File: src/inc/sts_cfg.svh
// Constants for the source transfer sequencer: offsets, fields, resets, timing
`ifndef STS_CFG_SVH
`define STS_CFG_SVH

// Register offsets (byte addresses)
`define STS_OFF_CTRL 8'h00
`define STS_OFF_TOE_DLY 8'h04
`define STS_OFF_TON_DLY 8'h08
`define STS_OFF_COOL_DLY 8'h0C
`define STS_OFF_STATUS 8'h10

// Control fields
`define STS_CTRL_THREE_PHASE 0
`define STS_CTRL_PROG_TRANS 1
`define STS_CTRL_RST 2'h0

// Status fields
`define STS_STAT_STATE_LSB 0
`define STS_STAT_NORM_OK 3
`define STS_STAT_EMERG_OK 4
`define STS_STAT_GEN_START 5
`define STS_STAT_EMERG_CMD 6
`define STS_STAT_NORM_CMD 7
`define STS_STAT_INHIBIT 8
`define STS_STAT_TEST 9

// Adjustable delay resets, in milliseconds
`define STS_TOE_DLY_RST 16'h03E8
`define STS_TON_DLY_RST 16'h03E8
`define STS_COOL_DLY_RST 16'h1388

// Sense thresholds, percent of rated
`define STS_NORM_DROPOUT_PCT 7'h46
`define STS_NORM_PICKUP_PCT 7'h5A
`define STS_EMERG_VOLT_PCT 7'h55
`define STS_EMERG_FREQ_PCT 7'h5F

// Timing: clock rate, tick length and fixed delays in milliseconds
`define STS_CLK_KHZ 100000
`define STS_TICK_MS 1
`define STS_TICK_CYCLES (`STS_TICK_MS * `STS_CLK_KHZ)
`define STS_ENG_START_MS 20'h00BB8
`define STS_RETRANSFER_MS 20'h493E0
`define STS_ENG_START_TICKS (`STS_ENG_START_MS / `STS_TICK_MS)
`define STS_RETRANSFER_TICKS (`STS_RETRANSFER_MS / `STS_TICK_MS)

`endif

File: src/inc/sts_pkg.sv
// Types for the source transfer sequencer
package sts_pkg;

  // Gray coded along the failure, transfer and return path when programmed transition is on
  typedef enum logic [2:0] {
    STS_IDLE = 3'h0,
    STS_START_DLY = 3'h1,
    STS_WAIT_EMERG = 3'h3,
    STS_OFF_TO_EMERG = 3'h2,
    STS_ON_EMERG = 3'h6,
    STS_RETRANSFER = 3'h7,
    STS_OFF_TO_NORM = 3'h5,
    STS_COOLDOWN = 3'h4
  } sts_state_t;

endpackage : sts_pkg

File: src/rtl/sts_sequencer.sv
// Source transfer sequencer: sensing, delays, transfer commands and lamps
//
// Strobed register access and the register addresses were chosen for this implementation.
`timescale 1ns/1ps
`include "sts_cfg.svh"

module sts_sequencer #(
  parameter int TICK_CYCLES = `STS_TICK_CYCLES
) (
  input wire logic clk_sys_i,
  input wire logic sys_rst_i,
  input wire logic [6:0] norm_volt_a_i,
  input wire logic [6:0] norm_volt_b_i,
  input wire logic [6:0] norm_volt_c_i,
  input wire logic [6:0] emerg_volt_i,
  input wire logic [6:0] emerg_freq_i,
  input wire logic test_i,
  input wire logic inhibit_i,
  input wire logic normal_position_feedback_i,
  input wire logic emergency_position_feedback_i,
  input wire logic [7:0] addr_i,
  input wire logic [31:0] wr_data_i,
  input wire logic wr_i,
  input wire logic rd_i,
  output logic [31:0] rd_data_o,
  output logic gen_start_o,
  output logic emergency_transfer_cmd_o,
  output logic normal_transfer_cmd_o,
  output logic norm_pos_lamp_o,
  output logic emerg_pos_lamp_o,
  output logic norm_avail_lamp_o,
  output logic emerg_avail_lamp_o
);

  sts_pkg::sts_state_t state;
  sts_pkg::sts_state_t next_state;

  logic [1:0] ctrl;
  logic [15:0] toe_dly;
  logic [15:0] ton_dly;
  logic [15:0] cool_dly;
  logic [3:0] sync_a;
  logic [3:0] sync_b;
  logic test_s;
  logic inhibit_s;
  logic norm_pos_s;
  logic emerg_pos_s;
  logic [6:0] volt_a;
  logic [6:0] volt_b;
  logic [6:0] volt_c;
  logic [6:0] e_volt;
  logic [6:0] e_freq;
  logic norm_ok;
  logic emerg_ok;
  logic three_phase;
  logic prog_trans;
  logic [31:0] pre_cnt;
  logic tick;
  logic [19:0] timer;
  logic timer_done;
  logic [19:0] target;
  logic norm_eff;

  assign three_phase = ctrl[`STS_CTRL_THREE_PHASE];
  assign prog_trans = ctrl[`STS_CTRL_PROG_TRANS];

  // Two-flop synchronisers; only the second stage is used by the logic
  always_ff @(posedge clk_sys_i) begin
    if (sys_rst_i) begin
      sync_a <= 4'h0;
      sync_b <= 4'h0;
    end else begin
      sync_a <= {emergency_position_feedback_i, normal_position_feedback_i,
                 inhibit_i, test_i};
      sync_b <= sync_a;
    end
  end
  assign test_s = sync_b[0];
  assign inhibit_s = sync_b[1];
  assign norm_pos_s = sync_b[2];
  assign emerg_pos_s = sync_b[3];

  // Sensed levels registered once
  always_ff @(posedge clk_sys_i) begin
    if (sys_rst_i) begin
      volt_a <= 7'h00;
      volt_b <= 7'h00;
      volt_c <= 7'h00;
      e_volt <= 7'h00;
      e_freq <= 7'h00;
    end else begin
      volt_a <= norm_volt_a_i;
      volt_b <= norm_volt_b_i;
      volt_c <= norm_volt_c_i;
      e_volt <= emerg_volt_i;
      e_freq <= emerg_freq_i;
    end
  end

  // Normal acceptance with hysteresis; the test switch forces normal unaccepted, emergency sensing carries on
  always_ff @(posedge clk_sys_i) begin
    if (sys_rst_i) begin
      norm_ok <= 1'b0;
    end else if (test_s) begin
      norm_ok <= 1'b0;
    end else if (norm_ok) begin
      if (volt_a < `STS_NORM_DROPOUT_PCT ||
          (three_phase && (volt_b < `STS_NORM_DROPOUT_PCT ||
                           volt_c < `STS_NORM_DROPOUT_PCT))) begin
        norm_ok <= 1'b0;
      end
    end else if (volt_a > `STS_NORM_PICKUP_PCT &&
                 (!three_phase || (volt_b > `STS_NORM_PICKUP_PCT &&
                                   volt_c > `STS_NORM_PICKUP_PCT))) begin
      norm_ok <= 1'b1;
    end
  end

  // Emergency accepted as soon as both levels are met, no qualification wait
  always_ff @(posedge clk_sys_i) begin
    if (sys_rst_i) begin
      emerg_ok <= 1'b0;
    end else begin
      emerg_ok <= (e_volt >= `STS_EMERG_VOLT_PCT) &&
                  (e_freq >= `STS_EMERG_FREQ_PCT);
    end
  end

  // Register writes
  always_ff @(posedge clk_sys_i) begin
    if (sys_rst_i) begin
      ctrl <= `STS_CTRL_RST;
      toe_dly <= `STS_TOE_DLY_RST;
      ton_dly <= `STS_TON_DLY_RST;
      cool_dly <= `STS_COOL_DLY_RST;
    end else if (wr_i) begin
      case (addr_i)
        `STS_OFF_CTRL: ctrl <= wr_data_i[1:0];
        `STS_OFF_TOE_DLY: toe_dly <= wr_data_i[15:0];
        `STS_OFF_TON_DLY: ton_dly <= wr_data_i[15:0];
        `STS_OFF_COOL_DLY: cool_dly <= wr_data_i[15:0];
        default: ;
      endcase
    end
  end

  // Read data stands only in the cycle after the strobe; unmapped reads zero
  always_ff @(posedge clk_sys_i) begin
    if (sys_rst_i) begin
      rd_data_o <= 32'h0000_0000;
    end else if (rd_i) begin
      case (addr_i)
        `STS_OFF_CTRL: rd_data_o <= {30'h0000_0000, ctrl};
        `STS_OFF_TOE_DLY: rd_data_o <= {16'h0000, toe_dly};
        `STS_OFF_TON_DLY: rd_data_o <= {16'h0000, ton_dly};
        `STS_OFF_COOL_DLY: rd_data_o <= {16'h0000, cool_dly};
        `STS_OFF_STATUS: rd_data_o <= {22'h00_0000, test_s, inhibit_s,
                                       normal_transfer_cmd_o, emergency_transfer_cmd_o,
                                       gen_start_o, emerg_ok, norm_ok, state};
        default: rd_data_o <= 32'h0000_0000;
      endcase
    end else begin
      rd_data_o <= 32'h0000_0000;
    end
  end

  // Millisecond prescaler; a parameter so simulation can shorten it
  always_ff @(posedge clk_sys_i) begin
    if (sys_rst_i) begin
      pre_cnt <= 32'h0000_0000;
      tick <= 1'b0;
    end else if (pre_cnt >= 32'(TICK_CYCLES - 1)) begin
      pre_cnt <= 32'h0000_0000;
      tick <= 1'b1;
    end else begin
      pre_cnt <= pre_cnt + 32'h0000_0001;
      tick <= 1'b0;
    end
  end

  // Delay target for the timed states
  always_comb begin
    case (state)
      sts_pkg::STS_START_DLY: target = 20'(`STS_ENG_START_TICKS);
      sts_pkg::STS_RETRANSFER: target = 20'(`STS_RETRANSFER_TICKS);
      sts_pkg::STS_OFF_TO_EMERG: target = {4'h0, toe_dly};
      sts_pkg::STS_OFF_TO_NORM: target = {4'h0, ton_dly};
      sts_pkg::STS_COOLDOWN: target = {4'h0, cool_dly};
      default: target = 20'h00000;
    endcase
  end
  assign timer_done = (timer >= target);

  // One shared timer, cleared on every state change so a cancelled delay restarts from zero
  always_ff @(posedge clk_sys_i) begin
    if (sys_rst_i) begin
      timer <= 20'h00000;
    end else if (next_state != state) begin
      timer <= 20'h00000;
    end else if (tick && !timer_done) begin
      timer <= timer + 20'h00001;
    end
  end

  // Normal treated as failed while in test
  assign norm_eff = norm_ok && !test_s;

  always_comb begin
    next_state = state;
    case (state)
      sts_pkg::STS_IDLE: begin
        if (!norm_eff && norm_pos_s) begin
          next_state = sts_pkg::STS_START_DLY;
        end
      end
      sts_pkg::STS_START_DLY: begin
        if (norm_eff) begin
          next_state = sts_pkg::STS_IDLE;
        end else if (timer_done) begin
          next_state = sts_pkg::STS_WAIT_EMERG;
        end
      end
      sts_pkg::STS_WAIT_EMERG: begin
        if (norm_eff) begin
          next_state = sts_pkg::STS_COOLDOWN;
        end else if (emerg_ok && !inhibit_s) begin
          next_state = prog_trans ? sts_pkg::STS_OFF_TO_EMERG
                                  : sts_pkg::STS_ON_EMERG;
        end
      end
      sts_pkg::STS_OFF_TO_EMERG: begin
        if (timer_done) begin
          next_state = sts_pkg::STS_ON_EMERG;
        end
      end
      sts_pkg::STS_ON_EMERG: begin
        if (norm_eff) begin
          next_state = sts_pkg::STS_RETRANSFER;
        end
      end
      sts_pkg::STS_RETRANSFER: begin
        if (!norm_eff) begin
          next_state = sts_pkg::STS_ON_EMERG;
        end else if (!emerg_ok) begin
          next_state = sts_pkg::STS_COOLDOWN;
        end else if (timer_done && !inhibit_s) begin
          next_state = prog_trans ? sts_pkg::STS_OFF_TO_NORM
                                  : sts_pkg::STS_COOLDOWN;
        end
      end
      sts_pkg::STS_OFF_TO_NORM: begin
        if (timer_done) begin
          next_state = sts_pkg::STS_COOLDOWN;
        end
      end
      sts_pkg::STS_COOLDOWN: begin
        if (timer_done) begin
          next_state = sts_pkg::STS_IDLE;
        end
      end
      default: next_state = sts_pkg::STS_IDLE;
    endcase
  end

  always_ff @(posedge clk_sys_i) begin
    if (sys_rst_i) begin
      state <= sts_pkg::STS_IDLE;
    end else begin
      state <= next_state;
    end
  end

  // Generator start: raised only from normal position, held until cooldown ends
  always_ff @(posedge clk_sys_i) begin
    if (sys_rst_i) begin
      gen_start_o <= 1'b0;
    end else if (state == sts_pkg::STS_START_DLY &&
                 next_state == sts_pkg::STS_WAIT_EMERG && norm_pos_s) begin
      gen_start_o <= 1'b1;
    end else if (state == sts_pkg::STS_COOLDOWN && timer_done) begin
      gen_start_o <= 1'b0;
    end
  end

  // Transfer commands follow the next state; both low while held off
  always_ff @(posedge clk_sys_i) begin
    if (sys_rst_i) begin
      emergency_transfer_cmd_o <= 1'b0;
      normal_transfer_cmd_o <= 1'b1;
    end else begin
      emergency_transfer_cmd_o <= (next_state == sts_pkg::STS_ON_EMERG) ||
                                  (next_state == sts_pkg::STS_RETRANSFER);
      normal_transfer_cmd_o <= (next_state == sts_pkg::STS_IDLE) ||
                               (next_state == sts_pkg::STS_START_DLY) ||
                               (next_state == sts_pkg::STS_WAIT_EMERG) ||
                               (next_state == sts_pkg::STS_COOLDOWN);
    end
  end

  // Lamps driven from synchronised feedback and acceptance flags
  always_ff @(posedge clk_sys_i) begin
    if (sys_rst_i) begin
      norm_pos_lamp_o <= 1'b0;
      emerg_pos_lamp_o <= 1'b0;
      norm_avail_lamp_o <= 1'b0;
      emerg_avail_lamp_o <= 1'b0;
    end else begin
      norm_pos_lamp_o <= norm_pos_s;
      emerg_pos_lamp_o <= emerg_pos_s;
      norm_avail_lamp_o <= norm_ok;
      emerg_avail_lamp_o <= emerg_ok;
    end
  end
endmodule : sts_sequencer

File: config.mk
export PLATFORM = sky130hd
export DESIGN_NAME = sts_sequencer
export DESIGN_NICKNAME = d
export VERILOG_FILES = /design/src/inc/sts_pkg.sv /design/src/rtl/sts_sequencer.sv
export VERILOG_INCLUDE_DIRS = /design/src /design/src/inc
export SDC_FILE = /design/constraint.sdc
export NUM_CORES = 1
export LEC_CHECK = 0
export ABC_CLOCK_PERIOD_IN_PS = 6400
export BUFFER_PORTS_ARGS = -buffer_cell sky130_fd_sc_hd__buf_4
export CAP_MARGIN = 0
export CORE_UTILIZATION = 30
export DETAILED_ROUTE_END_ITERATION = 7
export GPL_TIMING_DRIVEN = 0
export PLACE_DENSITY = 0.5
export SLEW_MARGIN = 15
export SYNTH_ARGS = -nofsm -noshare
export SYNTH_HDL_FRONTEND = slang
export SYNTH_SLANG_ARGS = --single-unit
File: constraint.sdc
create_clock -name clk_sys_i -period 6.4 [get_ports clk_sys_i]
set_input_delay 0 -clock clk_sys_i [delete_from_list [all_inputs] [get_ports clk_sys_i]]
set_output_delay 0 -clock clk_sys_i [all_outputs]
set_load 0.02 [all_outputs]
==> results of run 1 <==
## worst max-delay path by stage
stage                                        to  cells after the start
after CTS                 normal_transfer_cmd_o                     13
final                     normal_transfer_cmd_o                     13
after global placement    normal_transfer_cmd_o                     13
after floorplan                        state[0]                     13
after global routing      normal_transfer_cmd_o                     14
after detailed placement  normal_transfer_cmd_o                     14
## layer usage
metal	share of wire	track usage	vias up
met5	0	0	-
met4	0.019	0.06234	0
met3	0.032	0.03065	29
met2	0.48	0.2779	137
met1	0.47	0.2205	3167
li1	-	-	3399
## worst min-delay path: cells and delay by family
family	cells	cell delay, ps
buf+inv	1	110
compound gates	2	350
## final cells by class
| type | instances | share of cell area |
|---|---|---|
| Sequential cell | 174 | 0.3536 |
| Tap cell | 324 | 0.04115 |
| Multi-Input combinational cell | 652 | 0.3841 |
| Buffer | 64 | 0.03112 |
| Inverter | 12 | 0.004700 |
| Timing Repair Buffer | 145 | 0.1247 |
| Clock inverter | 15 | 0.01740 |
| Clock buffer | 17 | 0.04319 |
## registers in the layout, summed over array words and instances, names as in the netlist, 4 cells and up
register   cells
volt_b         7
e_freq         7
e_volt         7
sync_a         4
rd_data_o     16
toe_dly       16
ton_dly       16
pre_cnt       32
volt_a         7
cool_dly      16
volt_c         7
sync_b         4
timer         20
## repair_timing
action,CTS,global route
resized for setup,0,0
endpoints found under the setup margin,0,0
hold endpoints to repair,89,0
hold buffers,56,0
## synthesized netlist by cell type (4+ instances only)
master / n / area, um2
ha_1: 19 / 237.7
nor2_1: 56 / 210.2
nor2b_1: 52 / 325.3
clkbuf_1: 36 / 135.1
mux2_2: 16 / 180.2
o21ai_0: 16 / 80.08
and3_1: 10 / 62.56
nor3_1: 8 / 40.04
nor4_1: 10 / 62.56
a31oi_1: 5 / 31.28
buf_4: 16 / 120.1
nand2_1: 160 / 600.6
mux2i_1: 7 / 70.07
inv_1: 11 / 41.29
or4_1: 4 / 30.03
a211oi_1: 9 / 67.56
a22oi_1: 21 / 157.7
xor2_1: 18 / 157.7
nand2b_1: 5 / 31.28
nand4_1: 9 / 56.30
a31o_2: 4 / 35.03
nand3_1: 34 / 170.2
o31ai_1: 4 / 30.03
a21oi_1: 76 / 380.4
o211ai_1: 8 / 60.06
dfxtp_1: 174 / 3483
buf_1: 7 / 26.28
or3_1: 6 / 37.54
buf_2: 5 / 25.02
and2_1: 5 / 31.28
xnor2_1: 5 / 43.79
## power groups by stage
stage | registers (mW) | clock network (mW) | logic, mW
final | 1.13 | 1.03 | 0.671
after global routing | 1.14 | 1.10 | 0.736
after detailed placement | 1.16 | 0 | 0.639
after floorplan | 1.16 | 0 | 0.437
after global placement | 1.16 | 0 | 0.643
after CTS | 1.13 | 1.06 | 0.670
## logic make-up (layout without fill, tap and decap cells)
logic type | Yosys count | count (layout) | share of synthesized area
flops | 174 | 174 | 0.4640
xor+xnor | 23 | 23 | 0.02683
buf+inv | 76 | 253 | 0.04700
other cells | 1 | 31 | 0.0004995
mux | 23 | 23 | 0.03333
compound gates | 187 | 187 | 0.1645
simple gates | 369 | 369 | 0.2322
fa+ha+maj | 19 | 19 | 0.03167
## per-stage QoR
stage               std cells  hold WS [ps]  worst slack, ps
finish                   1403         83.22             1819
global route             1403         120.7             1592
CTS                      1403         78.20             1853
detailed placement       1315         215.5             1877
global placement         1315         214.9             1880
floorplan                 902         124.0             2911
==> results.sh, run 1 <==
export IMPL_grt_overflow_total=0
export IMPL_clock_fmax_mhz=218.3
export IMPL_ff2ff_setup_slack_ps=1820
export IMPL_drv_cap=0
export IMPL_finalMaxSlewViolations=0
export IMPL_cp_start_kind="flop"
export IMPL_slew_limit_headroom=0.2969
export IMPL_ant_nets=0
export IMPL_async_flop_share=0
export IMPL_outcome="finished, final reports clean"
export IMPL_r2r_cells=13
export IMPL_syn_inst=872
export IMPL_crit_path_end_kind="flop"
export IMPL_seq_area_um2=3483
export IMPL_fin_area_um2=9851
export IMPL_whs_endpoint="rd_data_o[3]"
export IMPL_final_cell_mix="174 x dfxtp_1, 160 x nand2_1, 105 x buf_4"
export IMPL_worstReg2RegEnd="normal_transfer_cmd_o"
export IMPL_place_area_um2=8693
export IMPL_wire_per_inst_um=15.17
export IMPL_p_comb_frac=0.236
export IMPL_hold_path_depth=3
export IMPL_diodes=0
export IMPL_slowest_stage="buf_1"
export IMPL_yosys_warnings=0
export IMPL_coreArea_um2=24460
export IMPL_numCtsBuffers=17
export IMPL_first_pass_iters=5
export IMPL_clockBufferDepth=2
export IMPL_ios=122
export IMPL_root_buffer="clkbuf_16"
export IMPL_die_area_um2=25660
export IMPL_start_util=0.3069
export IMPL_grt_pass1_wl_um=33890
export IMPL_synth_edf_count=0
export IMPL_power_switching_mw=0.9397
export IMPL_peakVddDrop_mv=0.1944
export IMPL_grt_use_total=0.1691
export IMPL_finalCritPeriodShare=0.7158
export IMPL_leakage_nw=3.788
export IMPL_grt_pass1_vias=6312
export IMPL_crit_required_ps=6730
export IMPL_dr_first_iter_drc_count=332
export IMPL_min_from="rd_i"
export IMPL_cp_arrival_ps=4910
export IMPL_final_setup_viol_count=0
export IMPL_rsz0062_at_grt="false"
export IMPL_clock_skew_ps=9.678
export IMPL_crit_buf_inv=4
export IMPL_grt_max_degree=20
export IMPL_synth_avg_cell_area_um2=8.609
export IMPL_cts_max_level=4
export IMPL_fin_nets=1168
export IMPL_synth_seq_cells=174
export IMPL_finalWirelength_um=21280
export IMPL_cts_setup_buffers=0
export IMPL_die_w_um=160.2
export IMPL_multi_input_area_um2=3784
export IMPL_num_vias=6732
export IMPL_fill_cells=2522
export IMPL_min_period_ps=4581
export IMPL_max_stage_delay_ps=550
export IMPL_clkPwrFrac=0.364
export IMPL_internal_power_mw=1.896
export IMPL_switching_share=0.3313
export IMPL_antenna_found_initial=0
export IMPL_power_density_nw_per_um2=287.9
export IMPL_crit_type="flop to flop"
export IMPL_routabilityCongestion=0.8387
export IMPL_report_power_total_mw=2.836
export IMPL_syn2layout_area_growth_pct=31.22
export IMPL_layout_commonest_cell="dfxtp_1"
export IMPL_portBuffers=89
export IMPL_via_per_inst=4.798
export IMPL_clock_sinks=174
export IMPL_drc_errors=0
export IMPL_path_cells="clkbuf_1 -> clkbuf_1 -> buf_1 -> mux2i_1 -> nor2_1 -> a21oi_1 -> ha_1 -> or4b_1 -> or4_4 -> clkinv_2 -> a21oi_2 -> o41a_1 -> mux2i_1"
export IMPL_reg2reg_from="state[0]"
export IMPL_cts_tree="yes"
export IMPL_post_route_cells_drive_above_1_share=0.1585
export IMPL_ys_seq_area_frac=0.4640
export IMPL_cp_max_fo=10
export IMPL_die_h_um=160.2
export IMPL_dp_hpwl_um=15470
export IMPL_synth_distinct_cells=67
export IMPL_placementRows=57
export IMPL_fin_setup_tns_ps=0
export IMPL_final_core_utilization=0.4027
export IMPL_clkLatencyLatePin_ps=440
export IMPL_ys_flop_type="dfxtp_1"
export IMPL_hp_class="input port to flop"
export IMPL_clkTransAtPathRegs_ps=70
export IMPL_tightestPinTransition_ps=1038
export IMPL_critPathLaunch="state[0]"
export IMPL_cp_top_family="buffers and inverters"
export IMPL_synth_area_um2=7507
export IMPL_pwr_share_seq=0.400
export IMPL_hold_viol=0
No activity file was read; power rests on OpenSTA's default activity.
==> run 2: changes to the inputs <==
- ABC_CLOCK_PERIOD_IN_PS: 6400 -> 4480
- clock period: 6.4 -> 4.48 ns (I/O delays scaled with it)
==> results.sh, run 2 (synthesized netlist as in run 1, its figures left out) <==
export IMPL_outcome="finished, final reports clean"
export IMPL_hold_path_depth=3
export IMPL_reg2reg_from="state[1]"
export IMPL_routabilityCongestion=0.8387
export IMPL_drc_errors=0
export IMPL_num_vias=6720
export IMPL_grt_pass1_wl_um=33890
export IMPL_path_cells="clkbuf_1 -> clkbuf_1 -> nand2_1 -> nor2_1 -> a21oi_1 -> ha_1 -> or4b_1 -> or4_4 -> clkinv_2 -> a21oi_2 -> o41a_1 -> mux2i_1"
export IMPL_power_density_nw_per_um2=411.0
export IMPL_slew_limit_headroom=0.2849
export IMPL_ios=122
export IMPL_start_util=0.3069
export IMPL_clkLatencyLatePin_ps=440
export IMPL_dp_hpwl_um=15470
export IMPL_clock_skew_ps=8.376
export IMPL_regMostFlops="pre_cnt"
export IMPL_largest_register_ff_count=32
export IMPL_first_pass_iters=5
export IMPL_top_regs="pre_cnt x32, timer x20"
export IMPL_r2r_cells=12
export IMPL_crit_top_cell="clkbuf_1"
export IMPL_leakage_nw=3.803
export IMPL_clock_sinks=174
export IMPL_place_ws_ps=-42.84
export IMPL_min_from="rd_i"
export IMPL_tightestPinTransition_ps=1056
export IMPL_max_stage_delay_ps=530
export IMPL_grt_use_total=0.1691
export IMPL_die_w_um=160.2
export IMPL_cts_max_level=4
export IMPL_grt_overflow_total=0
export IMPL_fin_nets=1168
export IMPL_hold_viol=0
export IMPL_finalWirelength_um=21250
export IMPL_cp_arrival_ps=4550
export IMPL_cp_start_kind="flop"
export IMPL_clkTransAtPathRegs_ps=70
export IMPL_dr_first_iter_drc_count=308
export IMPL_clock_fmax_mhz=236.7
export IMPL_post_route_cells_drive_above_1_share=0.1622
export IMPL_crit_type="flop to flop"
export IMPL_root_buffer="clkbuf_16"
export IMPL_syn2layout_area_growth_pct=31.28
export IMPL_cts_tree="yes"
export IMPL_peakVddDrop_mv=0.2789
export IMPL_finalCritPeriodShare=0.9431
export IMPL_fill_cells=2520
export IMPL_slowest_stage="or4_4"
export IMPL_hp_class="input port to flop"
export IMPL_final_setup_viol_count=0
export IMPL_grt_pass1_vias=6312
export IMPL_grt_max_degree=20
export IMPL_fin_setup_tns_ps=0
export IMPL_layout_commonest_cell="dfxtp_1"
export IMPL_coreArea_um2=24460
export IMPL_numCtsBuffers=17
export IMPL_portBuffers=89
export IMPL_crit_path_end_kind="flop"
export IMPL_critPathLaunch="state[1]"
export IMPL_via_per_inst=4.790
export IMPL_placementRows=57
export IMPL_diodes=0
export IMPL_die_area_um2=25660
export IMPL_rsz0062_at_grt="false"
export IMPL_min_period_ps=4225
export IMPL_finalMaxSlewViolations=0
export IMPL_drv_cap=0
export IMPL_setup_ws_ps=255.0
export IMPL_wire_per_inst_um=15.15
export IMPL_crit_required_ps=4800
export IMPL_cts_setup_buffers=0
export IMPL_cp_max_fo=10
export IMPL_final_cell_mix="174 x dfxtp_1, 160 x nand2_1, 105 x buf_4"
export IMPL_die_h_um=160.2
export IMPL_antenna_found_initial=0
export IMPL_clockBufferDepth=2
export IMPL_ant_nets=0
run 2: changes by cell type in the layout (fill, tap and decap cells not counted):
cell,delta
buf_1,-3
buf_2,+2
clkbuf_2,+2
clkbuf_1,-1
run 2: final cells by class:
cell class	instances	area [um2]	share of cell area
sequential	174	3483	0.3534
multi-input combinational	652	3784	0.3839
tap	324	405.4	0.04113
inverter	12	46.29	0.004697
timing repair buffer	145	1229	0.1247
buffer	64	311.5	0.03161
clock buffer	17	425.4	0.04316
clock inverter	15	171.4	0.01739
run 2: power breakdown:
| group | internal [mW] | switching (mW) |
|---|---|---|
| logic | 0.369 | 0.590 |
| clock network | 0.750 | 0.723 |
| registers | 1.59 | 0.0256 |
run 2: what timing repair did:
| action | CTS | global route |
|---|---|---|
| hold endpoints to repair | 89 | 0 |
| hold buffers | 56 | 0 |
| pin swaps | 0 | 0 |
| gates resized for setup | 2 | 3 |
| setup endpoints to repair | 5 | 7 |
run 2: final timing paths:
path	slack, ps	endpoint
max	260	normal_transfer_cmd_o
min	90	rd_data_o[3]
max reg2reg	260	normal_transfer_cmd_o
min reg2reg	430	emerg_ok
run 2: critical path: cells and delay by family, from the launching register on:
family,cells,cell delay (ps)
AND/OR/NAND/NOR,4,1580
flip-flops,1,310
adder cells (fa/ha/maj),1,360
multiplexers,1,280
buffers and inverters,3,730
AO/OA/AOI/OAI,3,860
run 2: routing by layer:
layer / wire length (um) / share of wire / track usage / vias to the layer above
met4: 401 / 0.019 / 0.06234 / 0
li1: - / - / - / 3396
met1: 9993 / 0.47 / 0.2205 / 3151
met2: 10100 / 0.48 / 0.2779 / 143
met3: 753 / 0.035 / 0.03065 / 30
met5: 0 / 0 / 0 / -
run 2: stage by stage:
stage                       util  power, mW  instance area (um2)  cells  hold slack, ps
after global routing      0.4029      4.249                 9856   1403           120.7
after CTS                 0.4028      4.088                 9853   1403           78.20
final                     0.4029      4.051                 9856   1403           86.55
after detailed placement  0.3554      2.568                 8693   1315           215.5
after floorplan                -      2.278                 7620    902           124.0
after global placement    0.3554      2.574                 8693   1315           214.9
